[src/logic/irc_pkg.sv]
// Constants shared by the ROI crop block.
package irc_pkg;
    localparam int COL_W = 16;
    localparam int LINE_W = 17;
    localparam int CTRL_W = 4;

    // Limits, held at a common 18-bit width for the range checks; the two step masks are 2 bits.
    localparam logic [17:0] MIN_WIDTH = 18'h00008;
    localparam logic [17:0] MAX_WIDTH = 18'h0C000;
    localparam logic [17:0] MAX_HSTART = 18'h0BFF8;
    localparam logic [17:0] MIN_HEIGHT = 18'h00002;
    localparam logic [17:0] MAX_HEIGHT = 18'h10000;
    localparam logic [17:0] MAX_VSTART = 18'h0FFFF;
    localparam logic [17:0] MIRROR_MAX_COLS = 18'h02000;
    localparam logic [1:0] COL_STEP_MASK = 2'h3;
    localparam logic [1:0] LINE_STEP_MASK = 2'h0;

    // Reset values.
    localparam logic [COL_W-1:0] WIDTH_RST = 16'h0400;
    localparam logic [LINE_W-1:0] HEIGHT_RST = 17'h00400;
    localparam logic [COL_W-1:0] HSTART_RST = 16'h0000;
    localparam logic [COL_W-1:0] VSTART_RST = 16'h0000;
    localparam logic [COL_W-1:0] FULL_COLS_RST = 16'h0400;
    localparam logic [LINE_W-1:0] FULL_LINES_RST = 17'h00400;
    localparam logic [CTRL_W-1:0] CTRL_RST = 4'h0;

    // Register byte offsets.
    localparam logic [7:0] OFS_WIDTH = 8'h00;
    localparam logic [7:0] OFS_HEIGHT = 8'h04;
    localparam logic [7:0] OFS_HSTART = 8'h08;
    localparam logic [7:0] OFS_VSTART = 8'h0C;
    localparam logic [7:0] OFS_CTRL = 8'h10;
    localparam logic [7:0] OFS_FULL_COLS = 8'h14;
    localparam logic [7:0] OFS_FULL_LINES = 8'h18;
    localparam logic [7:0] OFS_STATUS = 8'h1C;
    localparam logic [7:0] OFS_OUT_WIDTH = 8'h20;
    localparam logic [7:0] OFS_OUT_HEIGHT = 8'h24;
    localparam logic [7:0] OFS_IMAGE_PIXELS = 8'h28;

    // Control and status bit positions.
    localparam int CTRL_RUN = 0;
    localparam int CTRL_HMIRROR = 1;
    localparam int CTRL_VMIRROR = 2;
    localparam int CTRL_AUTO = 3;
    localparam int ST_REJECT = 0;
    localparam int ST_RUNNING = 1;
    localparam int ST_SHORT_FRAME = 2;
    localparam int ST_SHORT_LINE = 3;
endpackage : irc_pkg

[src/logic/irc_roi_if.sv]
// Active ROI window passed from the register side to the crop engine.
`timescale 1ns/1ns
interface irc_roi_if;
    logic [irc_pkg::COL_W-1:0] hstart;
    logic [irc_pkg::COL_W-1:0] vstart;
    logic [irc_pkg::COL_W-1:0] width;
    logic [irc_pkg::LINE_W-1:0] height;
    logic enable;

    modport src (output hstart, output vstart, output width, output height, output enable);
    modport sink (input hstart, input vstart, input width, input height, input enable);
endinterface : irc_roi_if

[src/logic/irc_image_roi_crop.sv]
// Top of the ROI crop block: APB registers, setting checks and the crop engine.
`timescale 1ns/1ns
module irc_image_roi_crop #(
    parameter int PIX_W = 16,
    parameter logic [33:0] MEM_PIXELS = 34'h080000000
) (
    // Clock and reset
    input wire logic CORE_CLK_IN,
    input wire logic RST_N_IN,
    // APB slave
    input wire logic PSEL_IN,
    input wire logic PENABLE_IN,
    input wire logic PWRITE_IN,
    input wire logic [7:0] PADDR_IN,
    input wire logic [31:0] PWDATA_IN,
    output logic [31:0] PRDATA_OUT,
    output logic PREADY_OUT,
    output logic PSLVERR_OUT,
    // Camera frame size for adoption
    input wire logic [irc_pkg::COL_W-1:0] CAM_WIDTH_IN,
    input wire logic [irc_pkg::LINE_W-1:0] CAM_HEIGHT_IN,
    // Camera stream
    input wire logic PIX_VALID_IN,
    input wire logic [PIX_W-1:0] PIX_DATA_IN,
    input wire logic PIX_SOF_IN,
    input wire logic PIX_EOL_IN,
    output logic PIX_READY_OUT,
    // Cropped stream toward DMA
    output logic ROI_VALID_OUT,
    output logic [PIX_W-1:0] ROI_DATA_OUT,
    output logic ROI_SOL_OUT,
    output logic ROI_EOL_OUT,
    output logic ROI_EOF_OUT,
    output logic ACQ_ACTIVE_OUT
);
    import irc_pkg::*;

    ////////////////////////////////////////////////////////////////////////////////
    // Setting checks

    function automatic logic in_range(input logic [17:0] v, input logic [17:0] lo,
                                      input logic [17:0] hi, input logic [1:0] msk);
        return (v >= lo) && (v <= hi) && ((v[1:0] & msk) == 2'h0);
    endfunction : in_range

    function automatic logic cfg_ok(input logic [COL_W-1:0] w, input logic [LINE_W-1:0] h,
                                    input logic [COL_W-1:0] hs, input logic [COL_W-1:0] vs,
                                    input logic [CTRL_W-1:0] c,
                                    input logic [COL_W-1:0] fc, input logic [LINE_W-1:0] fl,
                                    input logic [33:0] mem);
        logic [17:0] csum;
        logic [17:0] lsum;
        logic [33:0] area;
        logic ok;
        csum = {2'h0, w} + {2'h0, hs};
        lsum = {1'b0, h} + {2'h0, vs};
        area = (34'(fc) * 34'(fl)) << 1;
        ok = in_range({2'h0, w}, MIN_WIDTH, MAX_WIDTH, COL_STEP_MASK);
        ok = ok && in_range({1'b0, h}, MIN_HEIGHT, MAX_HEIGHT, LINE_STEP_MASK);
        ok = ok && in_range({2'h0, hs}, 18'h0, MAX_HSTART, COL_STEP_MASK);
        ok = ok && in_range({2'h0, vs}, 18'h0, MAX_VSTART, LINE_STEP_MASK);
        ok = ok && in_range({2'h0, fc}, MIN_WIDTH, MAX_WIDTH, COL_STEP_MASK);
        ok = ok && in_range({1'b0, fl}, MIN_HEIGHT, MAX_HEIGHT, LINE_STEP_MASK);
        ok = ok && (csum <= MAX_WIDTH);
        ok = ok && (lsum <= MAX_HEIGHT);
        if (c[CTRL_HMIRROR]) begin
            ok = ok && (csum <= MIRROR_MAX_COLS) && ({2'h0, fc} <= MIRROR_MAX_COLS);
            ok = ok && (csum <= {2'h0, fc});
        end
        if (c[CTRL_VMIRROR]) begin
            ok = ok && (lsum <= {1'b0, fl});
            ok = ok && (area <= mem);
        end
        return ok;
    endfunction : cfg_ok

    ////////////////////////////////////////////////////////////////////////////////
    // Registers and candidate values

    logic [COL_W-1:0] width_q, hstart_q, vstart_q, full_cols_q;
    logic [LINE_W-1:0] height_q, full_lines_q;
    logic [CTRL_W-1:0] ctrl_q;
    logic [31:0] image_pixels_q;
    logic reject_q, short_frame_q, short_line_q, pready_q;

    logic [COL_W-1:0] cw, chs, cvs, cfc;
    logic [LINE_W-1:0] ch, cfl;
    logic [CTRL_W-1:0] cc;
    logic fit, mapped, is_cfg, accept, start, adopt_ok, apb_wr, apb_acc;
    logic [31:0] rd_data;
    logic short_line_evt, short_frame_evt;

    irc_roi_if roi ();

    // The answer comes one cycle into the access phase; writes land on the edge that ends it.
    assign apb_acc = PSEL_IN & PENABLE_IN & ~pready_q;
    assign apb_wr = PSEL_IN & PENABLE_IN & PWRITE_IN & pready_q;

    always_comb begin
        cw = width_q;
        ch = height_q;
        chs = hstart_q;
        cvs = vstart_q;
        cfc = full_cols_q;
        cfl = full_lines_q;
        cc = ctrl_q;
        fit = 1'b1;
        is_cfg = 1'b1;
        unique case (PADDR_IN)
            OFS_WIDTH: begin
                cw = PWDATA_IN[COL_W-1:0];
                fit = (PWDATA_IN[31:COL_W] == '0);
            end
            OFS_HEIGHT: begin
                ch = PWDATA_IN[LINE_W-1:0];
                fit = (PWDATA_IN[31:LINE_W] == '0);
            end
            OFS_HSTART: begin
                chs = PWDATA_IN[COL_W-1:0];
                fit = (PWDATA_IN[31:COL_W] == '0);
            end
            OFS_VSTART: begin
                cvs = PWDATA_IN[COL_W-1:0];
                fit = (PWDATA_IN[31:COL_W] == '0);
            end
            OFS_CTRL: begin
                cc = PWDATA_IN[CTRL_W-1:0];
            end
            OFS_FULL_COLS: begin
                cfc = PWDATA_IN[COL_W-1:0];
                fit = (PWDATA_IN[31:COL_W] == '0);
            end
            OFS_FULL_LINES: begin
                cfl = PWDATA_IN[LINE_W-1:0];
                fit = (PWDATA_IN[31:LINE_W] == '0);
            end
            default: begin
                is_cfg = 1'b0;
            end
        endcase
    end

    assign mapped = is_cfg || (PADDR_IN == OFS_STATUS) || (PADDR_IN == OFS_OUT_WIDTH)
                    || (PADDR_IN == OFS_OUT_HEIGHT) || (PADDR_IN == OFS_IMAGE_PIXELS);
    assign adopt_ok = cfg_ok(CAM_WIDTH_IN, CAM_HEIGHT_IN, hstart_q, vstart_q, cc,
                             full_cols_q, full_lines_q, MEM_PIXELS);
    assign start = apb_wr && (PADDR_IN == OFS_CTRL) && cc[CTRL_RUN] && !ctrl_q[CTRL_RUN];

    always_comb begin
        accept = 1'b0;
        if (ctrl_q[CTRL_RUN]) begin
            // settings frozen while running; only a stop is taken
            accept = (PADDR_IN == OFS_CTRL) && !cc[CTRL_RUN];
        end else if (is_cfg && fit && cfg_ok(cw, ch, chs, cvs, cc, cfc, cfl, MEM_PIXELS)) begin
            accept = 1'b1;
            if ((PADDR_IN == OFS_WIDTH || PADDR_IN == OFS_HEIGHT) && ctrl_q[CTRL_AUTO]) begin
                accept = 1'b0;
            end
            if (start && cc[CTRL_AUTO] && !adopt_ok) begin
                accept = 1'b0;
            end
        end
    end

    ////////////////////////////////////////////////////////////////////////////////
    // Setting registers

    always_ff @(posedge CORE_CLK_IN or negedge RST_N_IN) begin
        if (!RST_N_IN) begin
            width_q <= WIDTH_RST;
            height_q <= HEIGHT_RST;
        end else if (apb_wr && accept) begin
            if (start && cc[CTRL_AUTO]) begin
                width_q <= CAM_WIDTH_IN;
                height_q <= CAM_HEIGHT_IN;
            end else begin
                width_q <= cw;
                height_q <= ch;
            end
        end
    end

    always_ff @(posedge CORE_CLK_IN or negedge RST_N_IN) begin
        if (!RST_N_IN) begin
            hstart_q <= HSTART_RST;
            vstart_q <= VSTART_RST;
            full_cols_q <= FULL_COLS_RST;
            full_lines_q <= FULL_LINES_RST;
            ctrl_q <= CTRL_RST;
        end else if (apb_wr && accept) begin
            hstart_q <= chs;
            vstart_q <= cvs;
            full_cols_q <= cfc;
            full_lines_q <= cfl;
            ctrl_q <= ctrl_q[CTRL_RUN] ? {ctrl_q[CTRL_W-1:1], 1'b0} : cc;
        end
    end

    // active window and output size latched at start
    always_ff @(posedge CORE_CLK_IN or negedge RST_N_IN) begin
        if (!RST_N_IN) begin
            roi.width <= WIDTH_RST;
            roi.height <= HEIGHT_RST;
            roi.hstart <= HSTART_RST;
            roi.vstart <= VSTART_RST;
            roi.enable <= 1'b0;
            image_pixels_q <= '0;
            ACQ_ACTIVE_OUT <= 1'b0;
        end else if (apb_wr && accept) begin
            roi.enable <= start;
            ACQ_ACTIVE_OUT <= start;
            if (start) begin
                roi.width <= cc[CTRL_AUTO] ? CAM_WIDTH_IN : width_q;
                roi.height <= cc[CTRL_AUTO] ? CAM_HEIGHT_IN : height_q;
                roi.hstart <= hstart_q;
                roi.vstart <= vstart_q;
                image_pixels_q <= cc[CTRL_AUTO] ?
                    32'(CAM_WIDTH_IN * 33'(CAM_HEIGHT_IN)) : 32'(width_q * 33'(height_q));
            end
        end
    end

    // Sticky short frame/line flags; a new event beats a clear in the same cycle. Reject follows the last config write.
    always_ff @(posedge CORE_CLK_IN or negedge RST_N_IN) begin
        if (!RST_N_IN) begin
            reject_q <= 1'b0;
            short_frame_q <= 1'b0;
            short_line_q <= 1'b0;
        end else begin
            if (apb_wr && PADDR_IN == OFS_STATUS) begin
                short_frame_q <= short_frame_evt | (short_frame_q & ~PWDATA_IN[ST_SHORT_FRAME]);
                short_line_q <= short_line_evt | (short_line_q & ~PWDATA_IN[ST_SHORT_LINE]);
            end else begin
                short_frame_q <= short_frame_q | short_frame_evt;
                short_line_q <= short_line_q | short_line_evt;
            end
            if (apb_wr && is_cfg) begin
                reject_q <= ~accept;
            end
        end
    end

    ////////////////////////////////////////////////////////////////////////////////
    // APB read and response

    always_comb begin
        rd_data = '0;
        unique case (PADDR_IN)
            OFS_WIDTH: rd_data = 32'(width_q);
            OFS_HEIGHT: rd_data = 32'(height_q);
            OFS_HSTART: rd_data = 32'(hstart_q);
            OFS_VSTART: rd_data = 32'(vstart_q);
            OFS_CTRL: rd_data = 32'(ctrl_q);
            OFS_FULL_COLS: rd_data = 32'(full_cols_q);
            OFS_FULL_LINES: rd_data = 32'(full_lines_q);
            OFS_STATUS: rd_data = 32'({short_line_q, short_frame_q, ctrl_q[CTRL_RUN], reject_q});
            OFS_OUT_WIDTH: rd_data = 32'(roi.width);
            OFS_OUT_HEIGHT: rd_data = 32'(roi.height);
            OFS_IMAGE_PIXELS: rd_data = image_pixels_q;
            default: rd_data = '0;
        endcase
    end

    assign PREADY_OUT = pready_q;

    always_ff @(posedge CORE_CLK_IN or negedge RST_N_IN) begin
        if (!RST_N_IN) begin
            pready_q <= 1'b0;
            PSLVERR_OUT <= 1'b0;
            PRDATA_OUT <= '0;
        end else begin
            pready_q <= apb_acc;
            PSLVERR_OUT <= apb_acc & ~mapped;
            if (apb_acc && !PWRITE_IN) begin
                PRDATA_OUT <= rd_data;
            end
        end
    end

    ////////////////////////////////////////////////////////////////////////////////
    // Crop engine

    irc_crop_engine #(
        .PIX_W(PIX_W)
    ) irc_crop_engine_inst (
        .clk_in(CORE_CLK_IN),
        .rst_n_in(RST_N_IN),
        .roi(roi.sink),
        .pix_valid_in(PIX_VALID_IN),
        .pix_data_in(PIX_DATA_IN),
        .pix_sof_in(PIX_SOF_IN),
        .pix_eol_in(PIX_EOL_IN),
        .pix_ready_out(PIX_READY_OUT),
        .roi_valid_out(ROI_VALID_OUT),
        .roi_data_out(ROI_DATA_OUT),
        .roi_sol_out(ROI_SOL_OUT),
        .roi_eol_out(ROI_EOL_OUT),
        .roi_eof_out(ROI_EOF_OUT),
        .short_line_out(short_line_evt),
        .short_frame_out(short_frame_evt)
    );
endmodule : irc_image_roi_crop

[src/logic/irc_crop_engine.sv]
// Pixel stream crop engine: window selection and short line padding.
`timescale 1ns/1ns
module irc_crop_engine #(
    parameter int PIX_W = 16
) (
    // Clock and reset
    input wire logic clk_in,
    input wire logic rst_n_in,
    // Active window
    irc_roi_if.sink roi,
    // Camera stream
    input wire logic pix_valid_in,
    input wire logic [PIX_W-1:0] pix_data_in,
    input wire logic pix_sof_in,
    input wire logic pix_eol_in,
    output logic pix_ready_out,
    // Cropped stream
    output logic roi_valid_out,
    output logic [PIX_W-1:0] roi_data_out,
    output logic roi_sol_out,
    output logic roi_eol_out,
    output logic roi_eof_out,
    // Events
    output logic short_line_out,
    output logic short_frame_out
);
    import irc_pkg::*;

    typedef enum {CROP_PASS, CROP_PAD} irc_crop_state_t;

    irc_crop_state_t state_q, state_d;
    logic [COL_W-1:0] col_q, cur_col, pad_col_q, next_col;
    logic [LINE_W-1:0] line_q, cur_line, pad_line_q;
    logic [COL_W:0] hend;
    logic [LINE_W:0] vend;
    logic frame_q, take, win_v, win, col_last, line_last, need_pad, pad_last, eof_d;

    assign hend = {1'b0, roi.hstart} + {1'b0, roi.width};
    assign vend = {1'b0, roi.height} + {2'b00, roi.vstart};
    assign cur_col = pix_sof_in ? '0 : col_q;
    assign cur_line = pix_sof_in ? '0 : line_q;
    assign next_col = cur_col + 16'h0001;
    assign take = pix_valid_in & pix_ready_out & roi.enable & (pix_sof_in | frame_q);
    assign win_v = ({1'b0, cur_line} >= {2'b00, roi.vstart}) && ({1'b0, cur_line} < vend);
    assign win = win_v && (cur_col >= roi.hstart) && ({1'b0, cur_col} < hend);
    assign col_last = ({1'b0, cur_col} == hend - 17'h00001);
    assign line_last = ({1'b0, cur_line} == vend - 18'h00001);
    assign pad_last = ({1'b0, pad_col_q} == hend - 17'h00001);
    assign need_pad = take & pix_eol_in & win_v & ({1'b0, next_col} < hend);
    assign eof_d = (state_q == CROP_PAD) ?
        (roi.enable && pad_last && ({1'b0, pad_line_q} == vend - 18'h00001)) :
        (take & win & col_last & line_last);

    always_comb begin
        state_d = state_q;
        unique case (state_q)
            CROP_PASS: begin
                if (need_pad) begin
                    state_d = CROP_PAD;
                end
            end
            CROP_PAD: begin
                // A stop ends padding at once, so nothing leaves while stopped.
                if (pad_last || !roi.enable) begin
                    state_d = CROP_PASS;
                end
            end
        endcase
    end

    // Input is stalled while padding so no camera pixel is lost.
    always_ff @(posedge clk_in or negedge rst_n_in) begin
        if (!rst_n_in) begin
            state_q <= CROP_PASS;
            pix_ready_out <= 1'b1;
        end else begin
            state_q <= state_d;
            pix_ready_out <= (state_d == CROP_PASS);
        end
    end

    always_ff @(posedge clk_in or negedge rst_n_in) begin
        if (!rst_n_in) begin
            col_q <= '0;
            line_q <= '0;
        end else if (take) begin
            col_q <= pix_eol_in ? '0 : next_col;
            line_q <= pix_eol_in ? cur_line + 17'h00001 : cur_line;
        end
    end

    always_ff @(posedge clk_in or negedge rst_n_in) begin
        if (!rst_n_in) begin
            pad_col_q <= '0;
            pad_line_q <= '0;
        end else if (need_pad) begin
            pad_col_q <= (next_col < roi.hstart) ? roi.hstart : next_col;
            pad_line_q <= cur_line;
        end else if (state_q == CROP_PAD) begin
            pad_col_q <= pad_col_q + 16'h0001;
        end
    end

    always_ff @(posedge clk_in or negedge rst_n_in) begin
        if (!rst_n_in) begin
            frame_q <= 1'b0;
            short_frame_out <= 1'b0;
        end else begin
            short_frame_out <= take & pix_sof_in & frame_q;
            if (eof_d || !roi.enable) begin
                frame_q <= 1'b0;
            end else if (take & pix_sof_in) begin
                frame_q <= 1'b1;
            end
        end
    end

    always_ff @(posedge clk_in or negedge rst_n_in) begin
        if (!rst_n_in) begin
            roi_valid_out <= 1'b0;
            roi_data_out <= '0;
            roi_sol_out <= 1'b0;
            roi_eol_out <= 1'b0;
            roi_eof_out <= 1'b0;
            short_line_out <= 1'b0;
        end else begin
            short_line_out <= need_pad;
            roi_eof_out <= eof_d;
            if (state_q == CROP_PAD) begin
                roi_valid_out <= roi.enable;
                roi_sol_out <= roi.enable && (pad_col_q == roi.hstart);
                roi_eol_out <= roi.enable && pad_last;
            end else begin
                roi_valid_out <= take & win;
                roi_data_out <= pix_data_in;
                roi_sol_out <= take & win & (cur_col == roi.hstart);
                roi_eol_out <= take & win & col_last;
            end
        end
    end
endmodule : irc_crop_engine

[config.mk]
export PLATFORM = sky130hd
export DESIGN_NAME = irc_image_roi_crop
export DESIGN_NICKNAME = d
export VERILOG_FILES = /design/src/logic/irc_pkg.sv /design/src/logic/irc_roi_if.sv /design/src/logic/irc_image_roi_crop.sv /design/src/logic/irc_crop_engine.sv
export SDC_FILE = /design/constraint.sdc
export NUM_CORES = 2
export LEC_CHECK = 0
export ABC_AREA = 1
export BUFFER_PORTS_ARGS = -buffer_cell sky130_fd_sc_hd__buf_2
export CAP_MARGIN = 20
export CORE_MARGIN = 2
export CORE_UTILIZATION = 35
export DETAILED_ROUTE_END_ITERATION = 8
export GPL_TIMING_DRIVEN = 0
export PLACE_DENSITY_LB_ADDON = 0.3
export SYNTH_ARGS = -nofsm -noshare
export SYNTH_HDL_FRONTEND = slang
export SYNTH_SLANG_ARGS = --single-unit
[constraint.sdc]
create_clock -name CORE_CLK_IN -period 7.5 [get_ports CORE_CLK_IN]
set_clock_uncertainty 0.1 [all_clocks]
set_input_delay 0.75 -clock CORE_CLK_IN [delete_from_list [all_inputs] [get_ports CORE_CLK_IN]]
set_output_delay 0.75 -clock CORE_CLK_IN [all_outputs]
set_load 0.03 [all_outputs]
Word-level counts from Yosys, hierarchy flattened
Cells that the tools add are included.
Word-level totals
  output and inout port bits: 56
  bits of input ports: 97
  word-level logic and storage cells: 264
  bits in registers: 359
Operators by class
  multipliers: 4
  add/subtract/negate cells: 11
  eq/ne operators: 18
  muxes and demuxes: 44
  $lt $le $gt $ge: 38
  reduce and logical (&&, ||, !) cells: 85
  bitwise operators: 30
Operators by type and width (count)
  $pmux 32 s11: 1
  $mux 16: 11
  $mux 17: 6
  $le 16x16->1 const B: 6
  $mux 32: 3
  $ge 17x2->1 const B: 4
  $le 17x17->1 const B: 4
  $le 34x32->1 const B: 2
  $mul 16x17->33: 2
  $ge 16x4->1 const B: 4
  $logic_not 32->1: 2
  $mul 16x17->32: 2
  $pmux 32 s2: 1
  $logic_and 1x1->1: 55
  $add 17x16->18: 3
  $add 16x16->17: 3
  $eq 17x18->1: 2
  $le 18x17->1: 2
  $le 18x17->1 const B: 2
  $eq 16x17->1: 2
  $le 17x14->1 const B: 2
  $le 17x16->1: 2
  $le 17x16->1 const B: 2
  $lt 16x17->1: 2
  other kinds (33): 105

Depth between registers and ports, before layout
  depth after elaboration: 25
  depth in mapped cells: 48
  gate-level depth less buffers: 44

Hierarchy
Synthesis repeated with hierarchy kept, for this count alone.
Second synthesis, totals
  cells, all modules: 9921
  area, all modules: 68753.4 µm²
By module, submodules not included
  irc_image_roi_crop: cells each 7977, area an instance 56090.0 µm², seq. area each 5938.2 µm², instances 1
  irc_crop_engine: cells each 1944, area an instance 12663.4 µm², seq. area each 3054.2 µm², instances 1

Worst setup path after synthesis
OpenSTA, ideal clock, no wires.
  path kind: input-to-reg
  start: in PADDR_IN[5]
  end: reg roi.height[1] (netlist name)
  arrival time: 7.526 ns
  slack: -0.257 ns
  data required time: 7.269 ns
  stages: 42
  cells stage by stage: inv_2 -> nand2_1 -> nor2_4 -> nand2_1 -> buf_2 -> nand2_1 -> o21ai_0 -> clkinv_1 -> buf_1 -> nor2_1 -> fa_1 -> inv_1 -> fa_1 -> inv_1 -> fa_1 -> inv_1 -> fa_1 -> fa_1 -> (+6 left out) -> nor3_1 -> nand3_1 -> nand4_1 -> nand2_1 -> nor2_1 -> nand2_1 -> nor2_1 -> nand4_1 -> nand2_1 -> nand2_1 -> nand2_1 -> nand3_2 -> nand2_2 -> nand2_2 -> buf_4 -> buf_2 -> nand2_1 -> o21ai_0
Between the ends
  word-level cells in the longest chain between the ends: 25
  elaborated cells on any way between the ends: 86
  those cells by class: add/sub: 2; mul: 1; order compare: 16; eq/ne: 6; mux: 20; reduce/logical: 41
RTL lines
  start, declared: RTL line irc_image_roi_crop.sv:14  | input wire logic [7:0] PADDR_IN,
  branches (longest 25 deep; another with $le 34x32->1)
  end signal, assigned: RTL line irc_image_roi_crop.sv:214  | roi.height <= cc[CTRL_AUTO] ? CAM_HEIGHT_IN : height_q;
  end, declared: RTL line irc_roi_if.sv:7  | logic [irc_pkg::LINE_W-1:0] height;
Parallel ways; which one is timed is not known. The select of a mux whose other input is x is not followed.
A chain may end at the register's enable or synchronous reset.

Worst setup path in the final report
  start: in PADDR_IN[3]
  end: reg vstart_q[4]
Between the ends
  elaborated cells on any way between the ends: 84
  those cells by class: add/sub: 2; mul: 1; order compare: 16; eq/ne: 6; mux: 19; reduce/logical: 40
RTL lines
  $eq 8x5->1 (*): RTL line irc_image_roi_crop.sv:109  | unique case (PADDR_IN)
  $mux 16 (*): RTL line irc_image_roi_crop.sv:109
  net cfc[0]: RTL line irc_image_roi_crop.sv:86  | logic [COL_W-1:0] cw, chs, cvs, cfc;
  branches (longest 14 deep; another with $le 34x32->1)
  $mux 1 (*): RTL line irc_image_roi_crop.sv:70  | if (c[CTRL_VMIRROR]) begin
  $mux 1 (*): RTL line irc_image_roi_crop.sv:151  | if (ctrl_q[CTRL_RUN]) begin
  $logic_and 1x1->1 (*): RTL line irc_image_roi_crop.sv:154  | end else if (is_cfg && fit && cfg_ok(cw, ch, chs, cvs, cc, cfc, cfl, MEM_PIXELS)) begin
  $mux 1 (*): RTL line irc_image_roi_crop.sv:154
  $mux 1 (*): RTL line irc_image_roi_crop.sv:151
  $logic_and 1x1->1 (*): RTL line irc_image_roi_crop.sv:190  | end else if (apb_wr && accept) begin
  end signal, assigned: RTL line irc_image_roi_crop.sv:192  | vstart_q <= cvs;
  end, declared: RTL line irc_image_roi_crop.sv:80  | logic [COL_W-1:0] width_q, hstart_q, vstart_q, full_cols_q;
Mark *: on every way through the listed nets, which the timed path passes. The select of a mux whose other input is x is not followed.

==> results.ini <==
[cells_and_area]
multiInputGateArea_sq_mm = 0.0521
fin_area_sq_mm = 0.0806
fin_nets = 11900
seqCellArea_sq_mm = 0.00901
n_fill_cell = 20200
drive_gt1_share_pct = 11.4
area_growth_pct = 17.5
instances_no_fill = 13000

[cts]
hold_buffers = 0
clk_pin_slew_worst_paths_ns = 0.06
cts-root-buf = clkbuf_16
clk_path_buf_depth = 3
cts_buffers = 48
cts.sinks = 359
clock_latency_ns = 0.68
ctsHtreeMaxLevel = 2
cts_tree = built

[power]
power.leakage_nw = 43.9
powerDensity_mw_per_mm2 = 123
ir_worst_vdd_v = 0.000391

[global_route]
antenna_found_initial = 17
grtUsageTotal_pct = 26.8
overflow = 0
grt_pass1_vias = 66000
grt_max_degree = 107
grt_pass1_wl_microns = 406000

[synthesis]
yosysTopAreaCell = fa_1
syn-cell-area_sq_mm = 0.0686
syn-mean-instance-area_sq_um = 6.90
ys.flop_type = dfrtp_1
seq_area_frac_synth_pct = 13.1
async_flop_share_pct = 100
ys_ff_latch = 359
yosys.cell_count.top_type = nand2_1
syn_nets = 11600
syn-instance-count = 9942
synth_area_leaders = fa_1 24%, nand2_1 15%, dfrtp_1 13%
ys.warnings.count = 0
synth.top_cells.by_count = 2777 x nand2_1, 2270 x inv_1, 836 x fa_1
synth_top_area_share_pct = 24.4
synth.distinct_cells = 63
synth_edf_count = 0

[timing]
timing.final.crit_share_pct = 105
finalSetupViolations = 201
max_freq_mhz = 127
slew-limit-headroom_pct = 3.23
rsz0062_at_grt = true
period_minus_slack_ns = 7.85
worst_slew_pin_slew_ns = 1.44
tns_ns = -56.66
setup_ws_ns = -0.346
finalHoldViolCount = 0
drv_slew = 0

[drt]
antenna_left = 0
dr_total_vias = 67300
dr.pass1.iters = 9
post_drt_wl_per_cell_microns = 20.9
drc = 0
routed_wl_microns = 272000
first_iter_violations = 6070
viasPerCell = 5.18

[critical_path]
worstPathMaxFanout = 10
max_stage_delay_ns = 1.10
r2r_slack_ns = -0.16
r2r_start = full_lines_q[10]
required_ns = 7.91
crit_start = PADDR_IN[3]
worst_r2r_path_depth = 36
startpoint_type = primary input
path_common_cell = nand2_2
worst_path_max_delay_cell = o21ai_0
crit_path_end_kind = flop
cp-endpoint = vstart_q[4]
cp.arrival_ns = 8.25
crit_type = in2reg
reg2reg_to = vstart_q[4]

[placed_design]
placed_cells = 12700
gpl.final_weighted_congestion = 1.04
dp_hpwl_microns = 218000
place_area_sq_mm = 0.0728
io_buffer_count = 151

[run]
cap_violations = 0

[floorplanning]
rows = 162
core-area_sq_mm = 0.195
die_w_microns = 447
io_pins = 153
die_height_microns = 447
dieArea_sq_mm = 0.200
start_util_pct = 35.2

[outcome]
violations = setup timing
status = complete, but fails checks

[hold_path]
hold_class = in2async

==> through the flow <==
| stage | power [mW] | utilization [%] | hold WS (ns) | setup WS, ns |
|---|---|---|---|---|
| 2_1_floorplan | 5.80 | - | 0.309 | 0.0175 |
| 3_3_place_gp | 7.40 | 37.3 | 0.348 | -2.90 |
| 3_5_place_dp | 7.44 | 37.4 | 0.354 | -2.86 |
| 4_1_cts | 9.97 | 40.0 | 0.0836 | -0.0946 |
| 5_1_grt | 10.7 | 41.3 | 0.121 | -0.486 |
| 6_report | 9.94 | 41.4 | 0.0764 | -0.346 |
==> final cells by class <==
type | instances | area share (%)
clock inverters | 33 | 0.458
clock buffers | 54 | 1.58
flip-flops and latches | 359 | 11.2
multi-input cells | 6939 | 64.7
inverters | 2291 | 10.8
well taps | 2624 | 4.08
repair buffers | 363 | 4.28
diodes | 10 | 0.0311
plain buffers | 318 | 2.91
==> kinds of logic (layout without fill, tap and decap cells) <==
family | Yosys count | after routing | share of synthesized area, %
xor+xnor | 149 | 149 | 1.90
flops | 359 | 359 | 13.1
mux | 15 | 15 | 0.219
buf+inv | 2647 | 3059 | 14.6
simple gates | 4229 | 4232 | 25.0
compound gates | 1031 | 1031 | 8.40
other cells | 0 | 10 | 0
fa+ha+maj | 1512 | 1512 | 36.7
==> how the worst min path moves through the flow <==
stage | from | end | slack [ns] | cells past startpoint
finish | RST_N_IN | irc_crop_engine_inst.state_q[12] | 0.08 | 1
global route | RST_N_IN | irc_crop_engine_inst.state_q[14] | 0.12 | 1
CTS | RST_N_IN | irc_crop_engine_inst.line_q[14] | 0.08 | 1
detailed placement | PREADY_OUT | PREADY_OUT | 0.35 | 1
global placement | PREADY_OUT | PREADY_OUT | 0.35 | 1
floorplan | irc_crop_engine_inst.short_line_out | short_line_q | 0.31 | 2
==> sequential cells by signal, summed over array words and instances, names as in the netlist, 17 cells and up <==
name	flops
roi.height	17
full_lines_q	17
PRDATA_OUT	32
image_pixels_q	32
irc_crop_engine_inst.pad_line_q	17
irc_crop_engine_inst.state_q	32
irc_crop_engine_inst.line_q	17
height_q	17
==> timing repair <==
| item | CTS | global route |
|---|---|---|
| buffers inserted | 110 | 57 |
| pin swaps | 107 | 108 |
| endpoints found under the setup margin | 201 | 201 |
| cloned | 17 | 23 |
| gates resized for setup | 643 | 605 |
==> cell usage in the layout (no fill, tap or decap), types with 84 or more instances in the layout <==
master / synthesis / routed
nand2_1: 2777 / 2517
inv_1: 2270 / 2228
fa_1: 836 / 820
ha_1: 676 / 650
nor2_1: 696 / 649
nand3_1: 447 / 437
dfrtp_1: 352 / 340
a21oi_1: 333 / 308
o21ai_0: 396 / 293
nand2_2: 5 / 177
buf_2: 36 / 160
buf_4: 5 / 148
clkbuf_1: 235 / 131
nand4_1: 127 / 127
xor2_1: 104 / 103
o21ai_1: 57 / 91
nand2_4: 1 / 84
==> report_power, final <==
part	internal (mW)	total, mW	switching [mW]
clock network	1.41	2.47	1.06
registers	1.94	1.95	0.00273
logic	1.93	5.52	3.59
==> metal layers <==
metal	share of wire, %	global-route usage [%]
met1	40	34.0
met2	46	43.4
met3	8.4	4.46
met4	6.4	14.5
met5	0.024	0
==> worst max-delay path: cells and delay by family <==
kind / cells / cell delay (ns)
xor+xnor: 1 / 0.16
simple gates: 20 / 2.43
buf+inv: 9 / 1.78
compound gates: 2 / 1.16
fa+ha+maj: 4 / 1.91
(Power assumes the default switching activity.)
